===== src/shared/tpcu_pkg.sv =====
package tpcu_pkg;

    // ************************************************************
    // Register map
    // ************************************************************
    localparam int unsigned TPCU_AW        = 8;
    localparam logic [7:0]  TPCU_ADDR_CTRL = 8'h00;
    localparam logic [7:0]  TPCU_ADDR_TOP  = 8'h04;
    localparam logic [7:0]  TPCU_ADDR_CMP  = 8'h08;
    localparam logic [7:0]  TPCU_ADDR_COUNT = 8'h0c;
    localparam logic [7:0]  TPCU_ADDR_CAP  = 8'h10;
    localparam logic [7:0]  TPCU_ADDR_CMD  = 8'h14;
    localparam logic [7:0]  TPCU_ADDR_STAT = 8'h18;

    // ************************************************************
    // Field layouts and codes
    // ************************************************************
    typedef struct packed {
        logic       irq_en;
        logic [2:0] div;
        logic [2:0] clksel;
        logic [1:0] ocmode;
        logic [1:0] mode;
    } tpcu_cfg_t;

    localparam int unsigned TPCU_CFG_W = 11;
    localparam tpcu_cfg_t   TPCU_CFG_RST = '{irq_en: 1'b0, div: 3'h0, clksel: 3'h0,
                                             ocmode: 2'h0, mode: 2'h0};

    localparam logic [1:0] TPCU_MODE_WDOG  = 2'h0;
    localparam logic [1:0] TPCU_MODE_CLEAR = 2'h1;
    localparam logic [1:0] TPCU_MODE_FAST  = 2'h2;
    localparam logic [1:0] TPCU_MODE_PHASE = 2'h3;

    localparam logic [1:0] TPCU_OC_ZERO    = 2'h0;
    localparam logic [1:0] TPCU_OC_TOGGLE  = 2'h1;
    localparam logic [1:0] TPCU_OC_CLEAR   = 2'h2;
    localparam logic [1:0] TPCU_OC_SET     = 2'h3;

    localparam int unsigned TPCU_CLK_OSC_BIT  = 1;
    localparam int unsigned TPCU_CLK_FALL_BIT = 2;

    localparam logic [2:0] TPCU_DIV_STOP = 3'h0;
    localparam logic [2:0] TPCU_DIV_1    = 3'h1;
    localparam logic [2:0] TPCU_DIV_8    = 3'h2;
    localparam logic [2:0] TPCU_DIV_64   = 3'h3;
    localparam logic [2:0] TPCU_DIV_256  = 3'h4;
    localparam logic [2:0] TPCU_DIV_1024 = 3'h5;

    localparam logic [9:0] TPCU_LAST_1    = 10'h000;
    localparam logic [9:0] TPCU_LAST_8    = 10'h007;
    localparam logic [9:0] TPCU_LAST_64   = 10'h03f;
    localparam logic [9:0] TPCU_LAST_256  = 10'h0ff;
    localparam logic [9:0] TPCU_LAST_1024 = 10'h3ff;
    localparam logic [9:0] TPCU_PRE_ZERO  = 10'h000;
    localparam logic [9:0] TPCU_PRE_ONE   = 10'h001;

    localparam int unsigned TPCU_CMD_STOP    = 0;
    localparam int unsigned TPCU_CMD_RESET   = 1;
    localparam int unsigned TPCU_CMD_START   = 2;
    localparam int unsigned TPCU_CMD_CAPTURE = 3;

    localparam int unsigned TPCU_ST_TOP = 0;
    localparam int unsigned TPCU_ST_CMP = 1;
    localparam int unsigned TPCU_ST_RUN = 2;

    localparam logic [15:0] TPCU_COUNT_ZERO = 16'h0000;
    localparam logic [15:0] TPCU_COUNT_ONE  = 16'h0001;
    localparam logic [15:0] TPCU_TOP_RST    = 16'hffff;
    localparam logic [15:0] TPCU_CMP_RST    = 16'h0000;
    localparam logic [31:0] TPCU_RD_ZERO    = 32'h0000_0000;

    typedef enum logic [1:0] {
        TPCU_HALT = 2'b01,
        TPCU_RUN  = 2'b10
    } tpcu_run_t;

endpackage


===== src/verilog/tpcu_prescaler.sv =====
`timescale 1ns/1ps
module tpcu_prescaler
    import tpcu_pkg::*;
(
    input  wire logic       sys_clk,  // System clock
    input  wire logic       rst,      // Synchronous reset, active high
    input  wire logic       clear,    // Restart the divider
    input  wire logic       run,      // Counting allowed
    input  wire logic       osc_clk,  // Oscillator level, sampled
    input  wire logic [2:0] clksel,   // Source clock select
    input  wire logic [2:0] div,      // Divider select
    output logic            tick      // One-cycle count enable
);

    logic [9:0] pre_count;
    logic       osc_q;
    logic       src_edge;
    logic       div_on;

    function automatic logic [9:0] div_last(input logic [2:0] code);
        case (code)
            TPCU_DIV_8:    div_last = TPCU_LAST_8;
            TPCU_DIV_64:   div_last = TPCU_LAST_64;
            TPCU_DIV_256:  div_last = TPCU_LAST_256;
            TPCU_DIV_1024: div_last = TPCU_LAST_1024;
            default:       div_last = TPCU_LAST_1;
        endcase
    endfunction

    always_ff @(posedge sys_clk) begin
        if (rst) begin
            osc_q <= 1'b0;
        end else begin
            osc_q <= osc_clk;
        end
    end

    // Both edges of the system clock give one tick per cycle: a single
    // clock domain cannot count half periods.
    always_comb begin
        if (clksel[TPCU_CLK_OSC_BIT]) begin
            src_edge = clksel[TPCU_CLK_FALL_BIT] ? (osc_q & ~osc_clk)
                                                 : (~osc_q & osc_clk);
        end else begin
            src_edge = 1'b1;
        end
    end

    assign div_on = (div >= TPCU_DIV_1) && (div <= TPCU_DIV_1024);

    always_ff @(posedge sys_clk) begin
        if (rst || clear || !run || !div_on) begin
            pre_count <= TPCU_PRE_ZERO;
            tick      <= 1'b0;
        end else if (src_edge) begin
            if (pre_count == div_last(div)) begin
                pre_count <= TPCU_PRE_ZERO;
                tick      <= 1'b1;
            end else begin
                pre_count <= pre_count + TPCU_PRE_ONE;
                tick      <= 1'b0;
            end
        end else begin
            tick <= 1'b0;
        end
    end
endmodule // tpcu_prescaler


===== src/verilog/tpcu_timer.sv =====
// Added by the designer: the APB slave port and the register offsets.
`timescale 1ns/1ps
// Function
// - Two-bit mode picks watchdog, clear-on-compare, fast PWM or phase-correct PWM.
// - Output-waveform code 0 keeps the timer output low in every mode.
// - Code 1 toggles on top match, or on compare match in PWM modes.
// - Code 2 clears on top match; fast PWM also sets on compare match.
// - Code 2 phase-correct clears on compare counting up, sets counting down.
// - Code 3 sets on top match; fast PWM also clears on compare match.
// - Code 3 phase-correct sets on compare counting up, clears counting down.
// - Source clock code 2/6 picks oscillator rising or falling; codes 0 and 4 both tick on every bus cycle.
// - Divider code 0 stops counting; 1 to 5 divide by 1,8,64,256,1024.
// - Interrupt output asserts only while the interrupt enable bit is set.
// - A 16-bit top limit, up to all ones, sets the counting period.
// - A 16-bit compare value, up to all ones, drives PWM transitions.
// - Software can read the running 16-bit count at any time.
// - A readable 16-bit capture register holds a snapshot of the count.
// - Separate stop, reset and start requests; reset returns count to zero.
module tpcu_timer
    import tpcu_pkg::*;
(
    input  wire logic               sys_clk,    // System clock, 100 MHz
    input  wire logic               rst,        // Synchronous reset, active high
    input  wire logic               psel,       // APB select
    input  wire logic               penable,    // APB enable
    input  wire logic               pwrite,     // APB write direction
    input  wire logic [TPCU_AW-1:0] paddr,      // APB byte address
    input  wire logic [31:0]        pwdata,     // APB write data
    output logic      [31:0]        prdata,     // APB read data
    output logic                    pready,     // APB ready
    output logic                    pslverr,    // APB error, unmapped address or write to a read-only register
    input  wire logic               osc_clk,    // On-chip oscillator level
    output logic                    timer_out,  // Waveform output
    output logic                    timer_irq   // Interrupt request, active high
);

    // ************************************************************
    // Register state
    // ************************************************************
    tpcu_cfg_t   cfg;
    logic [15:0] top_value;
    logic [15:0] compare_value;
    logic [15:0] count_value;
    logic [15:0] capture_value;
    logic [1:0]  status;
    tpcu_run_t   run_state;
    logic        count_up;
    logic        tick;

    logic        setup_ph;
    logic        wr_en;
    logic        cmd_wr;
    logic        cmd_stop;
    logic        cmd_reset;
    logic        cmd_start;
    logic        cmd_capture;
    logic        top_hit;
    logic        cmp_hit;
    logic        zero_hit;
    logic        top_evt;
    logic        cmp_evt;
    logic        next_out;
    logic [31:0] next_rdata;
    logic        next_err;

    function automatic logic is_pwm(input logic [1:0] mode);
        is_pwm = (mode == TPCU_MODE_FAST) || (mode == TPCU_MODE_PHASE);
    endfunction

    function automatic logic addr_ok(input logic [TPCU_AW-1:0] addr, input logic wr);
        if (addr == TPCU_ADDR_CTRL || addr == TPCU_ADDR_TOP || addr == TPCU_ADDR_CMP) begin
            addr_ok = 1'b1;
        end else if (addr == TPCU_ADDR_CMD || addr == TPCU_ADDR_STAT) begin
            addr_ok = 1'b1;
        end else if (addr == TPCU_ADDR_COUNT || addr == TPCU_ADDR_CAP) begin
            addr_ok = !wr;
        end else begin
            addr_ok = 1'b0;
        end
    endfunction

    // ************************************************************
    // APB slave
    // ************************************************************
    // Read data and error are latched in the setup cycle, so the access
    // phase always completes at once and prdata comes from a flop.
    assign pready      = 1'b1;
    assign setup_ph    = psel && !penable;
    assign wr_en       = psel && penable && pwrite;
    assign cmd_wr      = wr_en && (paddr == TPCU_ADDR_CMD);
    assign cmd_stop    = cmd_wr && pwdata[TPCU_CMD_STOP];
    assign cmd_reset   = cmd_wr && pwdata[TPCU_CMD_RESET];
    assign cmd_start   = cmd_wr && pwdata[TPCU_CMD_START];
    assign cmd_capture = cmd_wr && pwdata[TPCU_CMD_CAPTURE];

    always_comb begin
        next_rdata = TPCU_RD_ZERO;
        if (paddr == TPCU_ADDR_CTRL) begin
            next_rdata[TPCU_CFG_W-1:0] = cfg;
        end else if (paddr == TPCU_ADDR_TOP) begin
            next_rdata[15:0] = top_value;
        end else if (paddr == TPCU_ADDR_CMP) begin
            next_rdata[15:0] = compare_value;
        end else if (paddr == TPCU_ADDR_COUNT) begin
            next_rdata[15:0] = count_value;
        end else if (paddr == TPCU_ADDR_CAP) begin
            next_rdata[15:0] = capture_value;
        end else if (paddr == TPCU_ADDR_STAT) begin
            next_rdata[TPCU_ST_TOP] = status[TPCU_ST_TOP];
            next_rdata[TPCU_ST_CMP] = status[TPCU_ST_CMP];
            next_rdata[TPCU_ST_RUN] = (run_state == TPCU_RUN);
        end
        next_err = !addr_ok(paddr, pwrite);
    end

    always_ff @(posedge sys_clk) begin
        if (rst) begin
            prdata  <= TPCU_RD_ZERO;
            pslverr <= 1'b0;
        end else if (setup_ph) begin
            prdata  <= pwrite ? TPCU_RD_ZERO : next_rdata;
            pslverr <= next_err;
        end
    end

    always_ff @(posedge sys_clk) begin
        if (rst) begin
            cfg           <= TPCU_CFG_RST;
            top_value     <= TPCU_TOP_RST;
            compare_value <= TPCU_CMP_RST;
        end else if (wr_en) begin
            if (paddr == TPCU_ADDR_CTRL) begin
                cfg <= tpcu_cfg_t'(pwdata[TPCU_CFG_W-1:0]);
            end else if (paddr == TPCU_ADDR_TOP) begin
                top_value <= pwdata[15:0];
            end else if (paddr == TPCU_ADDR_CMP) begin
                compare_value <= pwdata[15:0];
            end
        end
    end

    // ************************************************************
    // Run control and clock source
    // ************************************************************
    // Stop beats start when both arrive in one write.
    always_ff @(posedge sys_clk) begin
        if (rst) begin
            run_state <= TPCU_HALT;
        end else begin
            case (run_state)
                TPCU_HALT: if (cmd_start && !cmd_stop) begin
                    run_state <= TPCU_RUN;
                end
                TPCU_RUN: if (cmd_stop) begin
                    run_state <= TPCU_HALT;
                end
                default: run_state <= TPCU_HALT;
            endcase
        end
    end

    tpcu_prescaler u_prescaler (
        .sys_clk (sys_clk),
        .rst     (rst),
        .clear   (cmd_reset),
        .run     (run_state == TPCU_RUN),
        .osc_clk (osc_clk),
        .clksel  (cfg.clksel),
        .div     (cfg.div),
        .tick    (tick)
    );

    // ************************************************************
    // Counter
    // ************************************************************
    assign top_hit  = (count_value == top_value);
    assign cmp_hit  = (count_value == compare_value);
    assign zero_hit = (count_value == TPCU_COUNT_ZERO);
    assign top_evt  = tick && top_hit;
    assign cmp_evt  = tick && cmp_hit;

    always_ff @(posedge sys_clk) begin
        if (rst || cmd_reset) begin
            count_value <= TPCU_COUNT_ZERO;
            count_up    <= 1'b1;
        end else if (tick) begin
            if (cfg.mode == TPCU_MODE_PHASE) begin
                if (count_up && top_hit) begin
                    count_up    <= 1'b0;
                    count_value <= zero_hit ? count_value : count_value - TPCU_COUNT_ONE;
                end else if (!count_up && zero_hit) begin
                    count_up    <= 1'b1;
                    count_value <= top_hit ? count_value : count_value + TPCU_COUNT_ONE;
                end else begin
                    count_value <= count_up ? count_value + TPCU_COUNT_ONE
                                            : count_value - TPCU_COUNT_ONE;
                end
            end else begin
                count_up    <= 1'b1;
                count_value <= top_hit ? TPCU_COUNT_ZERO : count_value + TPCU_COUNT_ONE;
            end
        end
    end

    always_ff @(posedge sys_clk) begin
        if (rst) begin
            capture_value <= TPCU_COUNT_ZERO;
        end else if (cmd_capture) begin
            capture_value <= count_value;
        end
    end

    // ************************************************************
    // Waveform output
    // ************************************************************
    // In fast PWM codes 2 and 3 a compare match on the same tick as a top match wins,
    // so a compare value equal to top gives a steady level.
    always_comb begin
        next_out = timer_out;
        case (cfg.ocmode)
            TPCU_OC_ZERO: next_out = 1'b0;
            TPCU_OC_TOGGLE: begin
                if (is_pwm(cfg.mode) ? cmp_evt : top_evt) begin
                    next_out = !timer_out;
                end
            end
            TPCU_OC_CLEAR: begin
                if (cfg.mode == TPCU_MODE_PHASE) begin
                    if (cmp_evt) begin
                        next_out = !count_up;
                    end
                end else if (cfg.mode == TPCU_MODE_FAST && cmp_evt) begin
                    next_out = 1'b1;
                end else if (top_evt) begin
                    next_out = 1'b0;
                end
            end
            default: begin
                if (cfg.mode == TPCU_MODE_PHASE) begin
                    if (cmp_evt) begin
                        next_out = count_up;
                    end
                end else if (cfg.mode == TPCU_MODE_FAST && cmp_evt) begin
                    next_out = 1'b0;
                end else if (top_evt) begin
                    next_out = 1'b1;
                end
            end
        endcase
    end

    always_ff @(posedge sys_clk) begin
        if (rst || cmd_reset) begin
            timer_out <= 1'b0;
        end else begin
            timer_out <= next_out;
        end
    end

    // ************************************************************
    // Event flags and interrupt
    // ************************************************************
    // A match in the cycle of its write-one-to-clear keeps the flag set.
    always_ff @(posedge sys_clk) begin
        if (rst) begin
            status <= 2'h0;
        end else begin
            status[TPCU_ST_TOP] <= top_evt ||
                (status[TPCU_ST_TOP] && !(wr_en && paddr == TPCU_ADDR_STAT
                                          && pwdata[TPCU_ST_TOP]));
            status[TPCU_ST_CMP] <= cmp_evt ||
                (status[TPCU_ST_CMP] && !(wr_en && paddr == TPCU_ADDR_STAT
                                          && pwdata[TPCU_ST_CMP]));
        end
    end

    always_ff @(posedge sys_clk) begin
        if (rst) begin
            timer_irq <= 1'b0;
        end else begin
            timer_irq <= cfg.irq_en && (|status);
        end
    end
endmodule // tpcu_timer


===== config.mk =====
export PLATFORM = sky130hd
export DESIGN_NAME = tpcu_timer
export DESIGN_NICKNAME = d
export VERILOG_FILES = /design/src/shared/tpcu_pkg.sv /design/src/verilog/tpcu_prescaler.sv /design/src/verilog/tpcu_timer.sv
export SDC_FILE = /design/constraint.sdc
export NUM_CORES = 1
export LEC_CHECK = 0
export BUFFER_PORTS_ARGS = -buffer_cell sky130_fd_sc_hd__buf_2
export CAP_MARGIN = 40
export CORE_UTILIZATION = 55
export DETAILED_ROUTE_END_ITERATION = 16
export PLACE_DENSITY = 0.88
export SETUP_SLACK_MARGIN = 0.2
export SLEW_MARGIN = 5
export SYNTH_ARGS = -nofsm -noshare
export SYNTH_HDL_FRONTEND = slang
export SYNTH_SLANG_ARGS = --single-unit

===== constraint.sdc =====
create_clock -name sys_clk -period 2.8 [get_ports sys_clk]
set_input_delay 0.14 -clock sys_clk [delete_from_list [all_inputs] [get_ports sys_clk]]
set_output_delay 0.14 -clock sys_clk [all_outputs]
set_load 0.05 [all_outputs]

**Yosys cells after proc, flatten, opt, wreduce, memory -nomap -nowiden**

Index checks and enable logic that the tools add are counted.

- Bits in read-only memories: 0
- Input bits: 46
- Logic and storage cells: 156
- Latch bits: 0
- Memories: 0
- RAM bits: 0
- Output and inout port bits: 36
- Register bits after elaboration: 127

- Div/mod/pow operators: 0
- Magnitude comparators: 2
- Bitwise gates (word level): 7
- $add $sub $neg: 3
- Eq/ne operators: 28
- Muxes and demuxes: 43
- Multipliers: 0
- Reductions and logical operators: 54
- Shift operators: 0

Operator list:

| cell | count |
|---|---|
| two-way mux 16 bit | 11 |
| case mux 10 bit (4 select lines) | 1 |
| == test 16 bit | 2 |
| two-way mux 10 bit | 3 |
| == test 8 x 5 -> 1 bit, second input constant | 3 |
| logical AND 1 bit | 21 |
| two-way mux 1 bit | 19 |
| adder 16 x 1 -> 16 bit, second input constant | 1 |
| == test 8 x 4 -> 1 bit, second input constant | 2 |
| zero test 16 bit | 1 |
| subtractor 16 x 1 -> 16 bit, second input constant | 1 |
| two-way mux 13 bit | 1 |
| two-way mux 11 bit | 1 |
| adder 10 x 1 -> 10 bit, second input constant | 1 |
| == test 10 bit | 1 |
| zero test 1 bit | 10 |
| logical OR 1 bit | 10 |
| != test 3 bit, second input constant | 3 |
| == test 2 bit, second input constant | 4 |
| == test 8 x 3 -> 1 bit, second input constant | 1 |
| zero test 8 bit | 1 |
| != test 4 bit, second input constant | 2 |
| == test 3 x 2 -> 1 bit, second input constant | 2 |
| == test 3 bit, second input constant | 2 |
| 19 further kinds | 33 |

**Logic depth before layout (Yosys ltp)**

Gate-level depths: netlist of the first run.

- Depth after elaboration: 10
- Depth in mapped cells: 10
- Mapped depth without buffers: 8

**Modules after synthesis**

From an unflattened synthesis of the first run, not the netlist that was laid out.

- Cells, all modules: 805
- Area total of the unflattened synthesis: 6274.8 µm²

By module, submodules not included:

| module | seq. area each (µm²) | area each (µm²) | instances | cells an instance |
|---|---|---|---|---|
| tpcu_timer | 1981.9 | 5567.8 | 1 | 720 |
| tpcu_prescaler | 240.2 | 706.9 | 1 | 85 |

**Least setup slack after synthesis of the first run**

No wires, ideal clock.

- Path type: register to register
- From: register count_value[0]
- To: register count_value[12]
- Period minus slack after synthesis: 2.438 ns
- Data arrival time: 2.368 ns
- Library setup time: 0.070 ns
- Cell stages (with the launch flop): 9
- Buffers on the path: 1
- Required time: 2.730 ns
- Path slack: 0.362 ns
- Path through: dfxtp_1 clkbuf_1 xor2_1 nor4_1 nand4_1 a211oi_4 mux2_2 or3_1 a21boi_1

- Word-level cells in the longest chain between the ends: 5
- Elaborated cells between the ends (all ways): 16
- Classes of those cells: add/sub (2); eq/ne (3); mux (7); reduce/logical (4)

Ends and longest elaborated chain:

| item | RTL line | text |
|---|---|---|
| from (decl) | tpcu_timer.sv:43 | `logic [15:0] count_value;` |
| from (signal assigned) | tpcu_timer.sv:190 | `count_value <= zero_hit ? count_value : count_value - TPCU_COUNT_ONE;` |
| from (signal assigned) | tpcu_timer.sv:193 | `count_value <= top_hit ? count_value : count_value + TPCU_COUNT_ONE;` |
| from (signal assigned) | tpcu_timer.sv:195 | `count_value <= count_up ? count_value + TPCU_COUNT_ONE` |
| subtractor 16 x 1 -> 16 bit (tied with other cells) | tpcu_timer.sv:190, tpcu_timer.sv:196 |  |
| two-way mux 16 bit (tied with other cells) | tpcu_timer.sv:195 |  |
| two-way mux 16 bit | tpcu_timer.sv:191 | `end else if (!count_up && zero_hit) begin` |
| two-way mux 16 bit | tpcu_timer.sv:188 | `if (count_up && top_hit) begin` |
| two-way mux 16 bit | tpcu_timer.sv:187 | `if (cfg.mode == TPCU_MODE_PHASE) begin` |

Parallel ways exist; a longest one is shown, timed or not. The select of a mux whose other input is x is not followed.
A chain may end at the register's enable or synchronous reset.

**Worst setup path in the final report of the first run**

- From: register count_value[3]
- To: register count_value[14]

Same word-level chain as after synthesis.

==> impl_metrics.csv, run 1 <==
group,metric,value,unit
worst_setup_path,endpoint_kind,"register",
drt,first_iter_violations,795,
synth,synth_edf_count,0,
timing,final_hold_viol_count,0,
synth,ys.flop_type,"dfxtp_1",
synth,ys_seq_elements,111,
clock_tree,cts-buffers-inserted,9,
worst_setup_path,startpoint_type,"register",
global_routing,grt_max_degree,75,
worst_setup_path,critPathKind,"reg2reg",
clock_tree,cts_tree,"done",
timing,worst_pin_slew,749,ps
global_routing,grt_pass1_vias,5442,
finish,antenna-diode-count,0,
drt,postRouteAntennaNets,0,
finish,fin_area,6740,um^2
floorplanning,row_count,38,
clock_tree,clock_path_buffers,2,
place,place_congestion,0.944,
drt,drt_pass1_iterations,7,
timing,tns,0,ps
synth,synth-warning-count,0,
synth,netlist_area,6080,um^2
timing,post-route-period-util,0.901,
worst_setup_path,arrival,2860,ps
place,place_hpwl,11.7,mm
power,p_leak,2.57,nW
floorplanning,initial_utilization,0.563,
drt,vias,6061,
synth,synthCells,775,
finish,drive_gt1_frac,0.152,
power,max-vdd-ir-drop,0.320,mV
clock_tree,cts_root_buf,"clkbuf_8",
timing,fmax,0.396,GHz
worst_setup_path,critical_path.max_fanout,9,
timing,drv_slew,0,
finish,multi_input_comb_area,3520,um^2
synth,yosysUniqueCellTypes,63,
place,port_buffers,48,
power,powerDensity,404,nW/um^2
synth,async_reset_ff_frac,0,
clock_tree,insertion_delay,390,ps
drt,detail_route.wl_per_cell,17.4,um
drt,drcViolationCount,0,
worst_setup_path,cp.required,3140,ps
global_routing,antenna_found_initial,0,
timing,grt_setup_unrepaired,"yes",
min_path,worstHoldPathType,"in2reg",
timing,finClkSkew,12.6,ps
run_status,outcome,"complete, no violations",
timing,max-slew-margin-rel,0.499,
floorplanning,io_pins,82,
synth,ys_seq_area_frac,0.366,
min_path,min_path_cells,3,
finish,nets,864,
drt,wl,16.7,mm
global_routing,gr-total-overflow,0,
global_routing,grt_pass1_wl,26.6,mm
finish,fillers,896,
clock_tree,clock_sinks,111,
place,placed_area,6420,um^2
floorplanning,fp.dieW,107,um
clock_tree,htreeDepth,3,
power,p_total,2.72,mW
drt,viasPerCell,6.33,
finish,final_util,0.625,
floorplanning,die-area,11500,um^2
worst_setup_path,timing.rr.end,"count_value[14]",
min_path,min_to,"top_value[7]",
synth,avgSynthCellArea,7.84,um^2
timing,worst_slack,277,ps
worst_setup_path,regToRegSetupSlack,280,ps
timing,fin_crit,2520,ps
place,place_ws,263,ps
flow_run,drv_cap,0,
worst_setup_path,r2r_cells,9,
floorplanning,core,10800,um^2
floorplanning,die_h,107,um
timing,setup_viol,0,
finish,regArea,2230,um^2
worst_setup_path,r2r-start,"count_value[3]",
min_path,min-delay-start,"pwdata[7]",
finish,area_growth,11.0,%
clock_tree,path_clk_slew,100,ps
global_routing,grtUsageTotal,0.294,
logic make-up (layout without fill, tap and decap cells):
| kind of cell | count (synthesis) | count (layout) | share of synthesized area |
|---|---|---|---|
| AOI/OAI and AO/OA | 156 | 156 | 0.175 |
| xor gates and xnor gates | 45 | 45 | 0.0649 |
| adders and majority gates | 4 | 4 | 0.00824 |
| buffers and inverters | 89 | 117 | 0.0713 |
| DFF | 111 | 111 | 0.366 |
| muxes | 17 | 17 | 0.0290 |
| other | 2 | 17 | 0.00124 |
| and+or+nand+nor | 351 | 351 | 0.285 |
placed cells by master, fill, tap and decap left out, drive strengths merged, types with 5 or more instances in the layout:
master,count
nand2,123
dfxtp,111
buf,83
nor2,60
nand3,58
a21oi,54
a22oi,36
xor2,23
xnor2,22
nand3b,18
nor3,18
conb,17
nand2b,14
o21ai,14
nand4,14
inv,13
mux2i,12
and3,11
or3,11
clkbuf,10
a222oi,9
dlygate4sd3,8
nor4,8
a31oi,5
mux2,5
power by group:
group | internal, mW | switching, mW | leakage [nW]
registers | 1.58 | 0.00369 | 0.898
clock network | 0.353 | 0.579 | 0.0829
logic | 0.0572 | 0.148 | 1.59
total | 1.99 | 0.731 | 2.57
critical path, cell delays in order, from the launching register on:
cell and delay [ps]:
dfxtp_2 400, or3_4 420, nor4_4 250, buf_4 180, nand4_1 270, o31ai_4 410, buf_6 180, a21oi_1 40
nor3b_1 200, a31o_1 120
worst max-delay path by stage:
stage                         startpoint               to  cells after the start
after detailed placement  count_value[3]   count_value[3]                      8
after global routing      count_value[3]  count_value[14]                      9
after global placement    count_value[3]   count_value[3]                      8
final                     count_value[3]  count_value[14]                      9
after CTS                 count_value[3]   count_value[3]                      8
after floorplan           count_value[0]  count_value[12]                      8
cell usage after synthesis (3+ instances only):
| cell type | instances | area, um^2 |
|---|---|---|
| dfxtp_1 | 111 | 2220 |
| buf_4 | 18 | 135 |
| o211ai_1 | 3 | 22.5 |
| a22o_1 | 3 | 26.3 |
| nand2_1 | 123 | 462 |
| nor4_1 | 6 | 37.5 |
| mux2_2 | 5 | 56.3 |
| inv_1 | 11 | 41.3 |
| o21ai_0 | 14 | 70.1 |
| nand3b_1 | 18 | 135 |
| nor3_1 | 18 | 90.1 |
| nand2b_1 | 14 | 87.6 |
| o22ai_1 | 4 | 25.0 |
| ha_1 | 4 | 50.1 |
| a222oi_1 | 9 | 90.1 |
| xor2_1 | 23 | 201 |
| buf_6 | 3 | 33.8 |
| a22oi_1 | 36 | 270 |
| or3_1 | 10 | 62.6 |
| mux2i_1 | 12 | 120 |
| a21oi_1 | 54 | 270 |
| a211o_1 | 3 | 26.3 |
| a32oi_1 | 4 | 35.0 |
| buf_2 | 7 | 35.0 |
| nand3_1 | 58 | 290 |
| xnor2_1 | 22 | 193 |
| clkbuf_1 | 48 | 180 |
| a31oi_1 | 5 | 31.3 |
| and2_1 | 3 | 18.8 |
| and3_1 | 11 | 68.8 |
| nor2_1 | 60 | 225 |
| nand4_1 | 14 | 87.6 |
flip-flops by register name, summed over array words and instances, names as in the netlist, 2 cells and up:
| name | count |
|---|---|
| capture_value | 16 |
| cfg | 11 |
| compare_value | 16 |
| count_value | 16 |
| prdata | 16 |
| run_state | 2 |
| status | 2 |
| top_value | 16 |
| u_prescaler.pre_count | 10 |
timing repair:
item / in CTS / in global routing
endpoints found under the setup margin: 0 / 14
resized for setup: 0 / 10
hold buffers: 8 / 0
hold endpoints to repair: 9 / 0
buffers inserted: 0 / 3
cell type report:
type / count / area share
Inverter: 11 / 0.00612
Clock buffer: 10 / 0.0204
Sequential cell: 111 / 0.331
Timing Repair Buffer: 91 / 0.0889
Tap cell: 140 / 0.0260
Multi-Input combinational cell: 590 / 0.522
Clock inverter: 5 / 0.00631
metrics by stage:
stage / hold WS [ps] / std cells
after global routing: 23.3 / 958
after detailed placement: 372 / 932
after CTS: 1.83 / 955
after global placement: 369 / 932
after floorplan: 261 / 790
final: 10.6 / 958
layer usage:
layer  vias up  share of wire  GRT usage  wire (um)
met5         -              0          0          0
met4         0          0.039      0.142        650
met3        62           0.11     0.0638       1860
met2       400           0.46      0.455       7660
met1      2813           0.39      0.388       6550
li1       2786              -          -          -
Power figures use the tool's default switching activity.
==> run 2, diff against run 1 <==
--- a/config.mk
+++ b/config.mk
@@ -10,6 +10,7 @@
 export CORE_UTILIZATION = 55
 export DETAILED_ROUTE_END_ITERATION = 16
 export PLACE_DENSITY = 0.88
+export REMOVE_ABC_BUFFERS = 1
 export SETUP_SLACK_MARGIN = 0.2
 export SLEW_MARGIN = 5
 export SYNTH_ARGS = -nofsm -noshare
==> run 2 against run 1 <==
Worst setup slack worse by 42 ps; clock skew is 1.8 ps higher; die area stayed put; final area is 1.2% higher; first-iteration DRC count is 19% lower; count of clock-buffer cells in the layout is 1 higher; non-clock buffer count is 5 higher; critical path type unchanged; largest cell class unchanged.
==> impl_metrics.csv, run 2 (synthesis results as in run 1) <==
group,metric,value,unit
worst_setup_path,critPathKind,"reg2reg",
clock_tree,clock_path_buffers,2,
place,placed_area,6450,um^2
power,max-vdd-ir-drop,0.435,mV
global_routing,gr-total-overflow,0,
min_path,min-delay-start,"pwdata[9]",
timing,holdWs,1.54,ps
drt,first_iter_violations,647,
min_path,worstHoldPathType,"in2reg",
finish,fin_area,6830,um^2
clock_tree,insertion_delay,400,ps
finish,final_common_cell,"nand2_1",
place,place_hpwl,12.1,mm
finish,final_cell_mix,"nand2_1 (123), dfxtp_1 (106), nor2_1 (60)",
timing,worst_slack,235,ps
floorplanning,die-area,11500,um^2
timing,setup_viol,0,
drt,detail_route.wl_per_cell,17.8,um
floorplanning,io_pins,82,
worst_setup_path,critical_path.max_fanout,9,
place,place_ws,167,ps
finish,antenna-diode-count,0,
drt,drcViolationCount,0,
drt,drt_pass1_iterations,6,
timing,grt_setup_unrepaired,"yes",
worst_setup_path,r2r-start,"count_value[6]",
power,p_total,2.78,mW
floorplanning,initial_utilization,0.563,
clock_tree,htreeDepth,3,
global_routing,grt_max_degree,72,
global_routing,grtUsageTotal,0.303,
global_routing,grt_pass1_wl,27.2,mm
clock_tree,path_clk_slew,110,ps
drt,wl,17.2,mm
power,p_leak,2.61,nW
run_status,outcome,"complete, no violations",
clock_tree,clock_sinks,111,
place,port_buffers,48,
clock_tree,cts_tree,"done",
timing,worst_pin_slew,878,ps
timing,fmax,0.390,GHz
finish,nets,869,
timing,drv_slew,0,
timing,fin_crit,2570,ps
worst_setup_path,arrival,2830,ps
timing,post-route-period-util,0.916,
drt,viasPerCell,6.25,
worst_setup_path,cp.required,3060,ps
place,place_congestion,0.944,
finish,area_growth,12.3,%
worst_setup_path,crit_path_start,"count_value[6]",
drt,postRouteAntennaNets,0,
flow_run,drv_cap,0,
clock_tree,cts-buffers-inserted,9,
timing,finClkSkew,14.4,ps
power,powerDensity,408,nW/um^2
floorplanning,row_count,38,
clock_tree,cts_root_buf,"clkbuf_8",
global_routing,grt_pass1_vias,5386,
floorplanning,die_h,107,um
global_routing,antenna_found_initial,0,
floorplanning,core,10800,um^2
worst_setup_path,endpoint_kind,"register",
worst_setup_path,startpoint_type,"register",
finish,drive_gt1_frac,0.163,
timing,max-slew-margin-rel,0.415,
floorplanning,fp.dieW,107,um
finish,fillers,930,
drt,vias,6028,
timing,final_hold_viol_count,0,
-- run 2: final timing paths --
check	end	slack, ps	cells past startpoint
min reg2reg	capture_value[7]	460	2
max reg2reg	count_value[15]	230	9
min	compare_value[9]	2	3
max	count_value[15]	230	9
-- run 2: stage by stage --
step,TNS (ps),std cells,utilization
floorplan,-11780,712,-
detailed placement,0,935,0.598
global placement,0,935,0.598
CTS,0,959,0.623
finish,0,964,0.632
global route,0,964,0.632
-- run 2: power by group --
part           internal [mW]  switching (mW)
Sequential              1.58         0.00193
Clock                  0.437           0.551
Combinational         0.0602           0.152
-- run 2: critical path, stage by stage (launching register included) --
cell,delay [ps]
dfxtp_2,350
buf_6,130
or3_4,400
nor4_4,300
nand4_1,290
buf_4,230
o31a_1,380
buf_4,190
nand3_1,70
a31oi_1,110
-- run 2: area by class of cell --
type                       count  area, um^2  area share
clock inverter                 5        57.6     0.00843
clock buffer                  11         141      0.0207
tap                          140         175      0.0257
sequential                   111        2230       0.326
multi-input combinational    590        3550       0.520
timing repair buffer          96         634      0.0929
inverter                      11        41.3     0.00605
-- run 2: repair_timing --
| item | 4_1_cts | 5_1_grt |
|---|---|---|
| pin swaps | 1 | 12 |
| hold endpoints to repair | 7 | 0 |
| hold buffers | 7 | 0 |
| resized for setup | 1 | 13 |
| endpoints found under the setup margin | 7 | 13 |
| setup buffers | 1 | 5 |
-- run 2: layer usage --
| metal | share of wire | routed length (um) | up-vias | global-route usage |
|---|---|---|---|---|
| met4 | 0.033 | 563 | 0 | 0.118 |
| met2 | 0.45 | 7680 | 365 | 0.483 |
| met1 | 0.42 | 7240 | 2822 | 0.399 |
| li1 | - | - | 2792 | - |
| met5 | 0 | 0 | - | 0 |
| met3 | 0.10 | 1730 | 49 | 0.0650 |
==> run 3, diff against run 2 <==
--- a/config.mk
+++ b/config.mk
@@ -7,9 +7,10 @@
 export LEC_CHECK = 0
 export BUFFER_PORTS_ARGS = -buffer_cell sky130_fd_sc_hd__buf_2
 export CAP_MARGIN = 40
+export CORE_MARGIN = 4
 export CORE_UTILIZATION = 55
 export DETAILED_ROUTE_END_ITERATION = 16
-export PLACE_DENSITY = 0.88
+export PLACE_DENSITY = 0.74
 export REMOVE_ABC_BUFFERS = 1
 export SETUP_SLACK_MARGIN = 0.2
 export SLEW_MARGIN = 5
==> run 3 against run 2 <==
Global-route usage down 2.2 points; largest cell class unchanged; flip-flop and latch count unchanged; utilization is 1.3 points higher.
==> impl_metrics.csv, run 3 (synthesis results as in run 1) <==
group,metric,value,unit
timing,max-slew-margin-rel,0.378,
flow_run,drv_cap,0,
power,p_leak,2.71,nW
drt,detail_route.wl_per_cell,19.0,um
drt,first_iter_violations,642,
run_status,outcome,"complete, no violations",
timing,post-route-period-util,0.904,
clock_tree,path_clk_slew,110,ps
timing,fmax,0.395,GHz
min_path,worstHoldPathType,"in2reg",
floorplanning,row_count,38,
power,switching_share,0.263,
drt,drcViolationCount,0,
power,powerDensity,405,nW/um^2
finish,final_cell_mix,"nand2_1 (123), dfxtp_1 (103), nor2_1 (60)",
global_routing,grt_pass1_vias,5628,
floorplanning,initial_utilization,0.560,
finish,fillers,947,
timing,setup_viol,0,
power,comb_power_share,0.077,
worst_setup_path,arrival,2830,ps
worst_setup_path,startpoint_type,"register",
clock_tree,cts_tree,"done",
worst_setup_path,path_cells,"or3_4 > nor4_4 > buf_4 > nand4_1 > o31ai_4 > buf_6 > nor2_1 > a32oi_1 > o21ai_0",
finish,final_util,0.645,
floorplanning,die_h,113,um
timing,drv_slew,0,
worst_setup_path,slowest_stage,"or3_4",
floorplanning,die-area,12800,um^2
drt,wl,18.5,mm
clock_tree,clock_sinks,111,
timing,grt_setup_unrepaired,"yes",
power,pwr-share-clk,0.364,
worst_setup_path,critPathKind,"reg2reg",
worst_setup_path,cp.required,3100,ps
place,place_inst,934,
clock_tree,htreeDepth,3,
floorplanning,fp.dieW,113,um
power,p_sw,0.746,mW
timing,fin_crit,2530,ps
drt,vias,6040,
clock_tree,cts-buffers-inserted,9,
floorplanning,core,10800,um^2
timing,final_hold_viol_count,0,
place,place_congestion,0.902,
global_routing,antenna_found_initial,0,
floorplanning,io_pins,82,
clock_tree,clock_path_buffers,2,
place,place_hpwl,12.7,mm
global_routing,grt_pass1_wl,28.7,mm
place,port_buffers,48,
drt,postRouteAntennaNets,0,
timing,finClkSkew,17.8,ps
global_routing,grtUsageTotal,0.281,
finish,final_common_cell,"nand2_1",
finish,area_growth,15.1,%
finish,antenna-diode-count,0,
clock_tree,cts_root_buf,"clkbuf_8",
worst_setup_path,endpoint_kind,"register",
drt,viasPerCell,6.18,
finish,fin_cells,978,
timing,worst_pin_slew,925,ps
worst_setup_path,cp_slowest_stage_delay,420,ps
power,p_seq_frac,0.558,
finish,nets,883,
worst_setup_path,critical_path.max_fanout,10,
finish,drive_gt1_frac,0.179,
power,max-vdd-ir-drop,0.359,mV
global_routing,gr-total-overflow,0,
power,p_total,2.83,mW
global_routing,grt_max_degree,57,
clock_tree,insertion_delay,410,ps
drt,drt_pass1_iterations,8,
power,p_int,2.09,mW
## run 3: changes by cell type in the layout (fill, tap and decap cells not counted), moves of 2 or more
cell	change
dfxtp_1	-3
dlygate4sd3_1	+3
clkinv_4	+2
clkinvlp_4	-2
dfxtp_4	+2
buf_4	+8
## run 3: path summary, 6_finish.rpt
kind / to / slack, ps / start / depth (start not counted)
min: top_value[8] / 20 / pwdata[8] / 3
max reg2reg: count_value[2] / 270 / count_value[6] / 9
max: count_value[2] / 270 / count_value[6] / 9
min reg2reg: capture_value[5] / 470 / capture_value[5] / 2
## run 3: worst max-delay path: cells and delay by family (launching register included)
family                 cells  cell delay, ps
AND/OR/NAND/NOR            4             990
AO/OA/AOI/OAI              3             660
flip-flops                 1             410
buffers and inverters      2             370
## run 3: per-layer routing
| metal | global-route usage | vias to the layer above | routed length (um) |
|---|---|---|---|
| met5 | 0 | - | 0 |
| met4 | 0.0897 | 0 | 600 |
| met3 | 0.0781 | 53 | 1850 |
| met2 | 0.473 | 341 | 8850 |
| met1 | 0.350 | 2824 | 7250 |
| li1 | - | 2822 | - |
## run 3: repair_timing
action | CTS | global route
hold buffers | 10 | 0
setup endpoints to repair | 5 | 15
pin swaps | 1 | 5
gates resized for setup | 3 | 19
hold endpoints to repair | 15 | 0
buffers inserted | 3 | 13
cloned | 0 | 2
## run 3: power groups by stage
stage	Combinational [mW]	Sequential (mW)	Clock (mW)
6_report	0.219	1.58	1.03
5_1_grt	0.232	1.58	1.09
4_1_cts	0.208	1.58	1.04
3_5_place_dp	0.197	1.62	0
3_3_place_gp	0.193	1.62	0
2_1_floorplan	0.103	1.63	0
## run 3: through the flow
stage,TNS (ps),setup WS (ps),hold WS [ps],cell area [um^2]
2_1_floorplan,-11780,-604,209,5740
3_3_place_gp,0,101,366,6440
3_5_place_dp,0,124,374,6440
4_1_cts,0,201,4.11,6780
5_1_grt,0,137,9.45,6990
6_report,0,270,17.1,6990
## run 3: area by class of cell
cell class,count,area (um^2),area share
Multi-Input combinational cell,590,3560,0.509
Clock inverter,6,68.8,0.00984
Inverter,11,41.3,0.00590
Tap cell,140,175,0.0250
Timing Repair Buffer,110,774,0.111
Sequential cell,111,2240,0.320
Clock buffer,10,138,0.0197
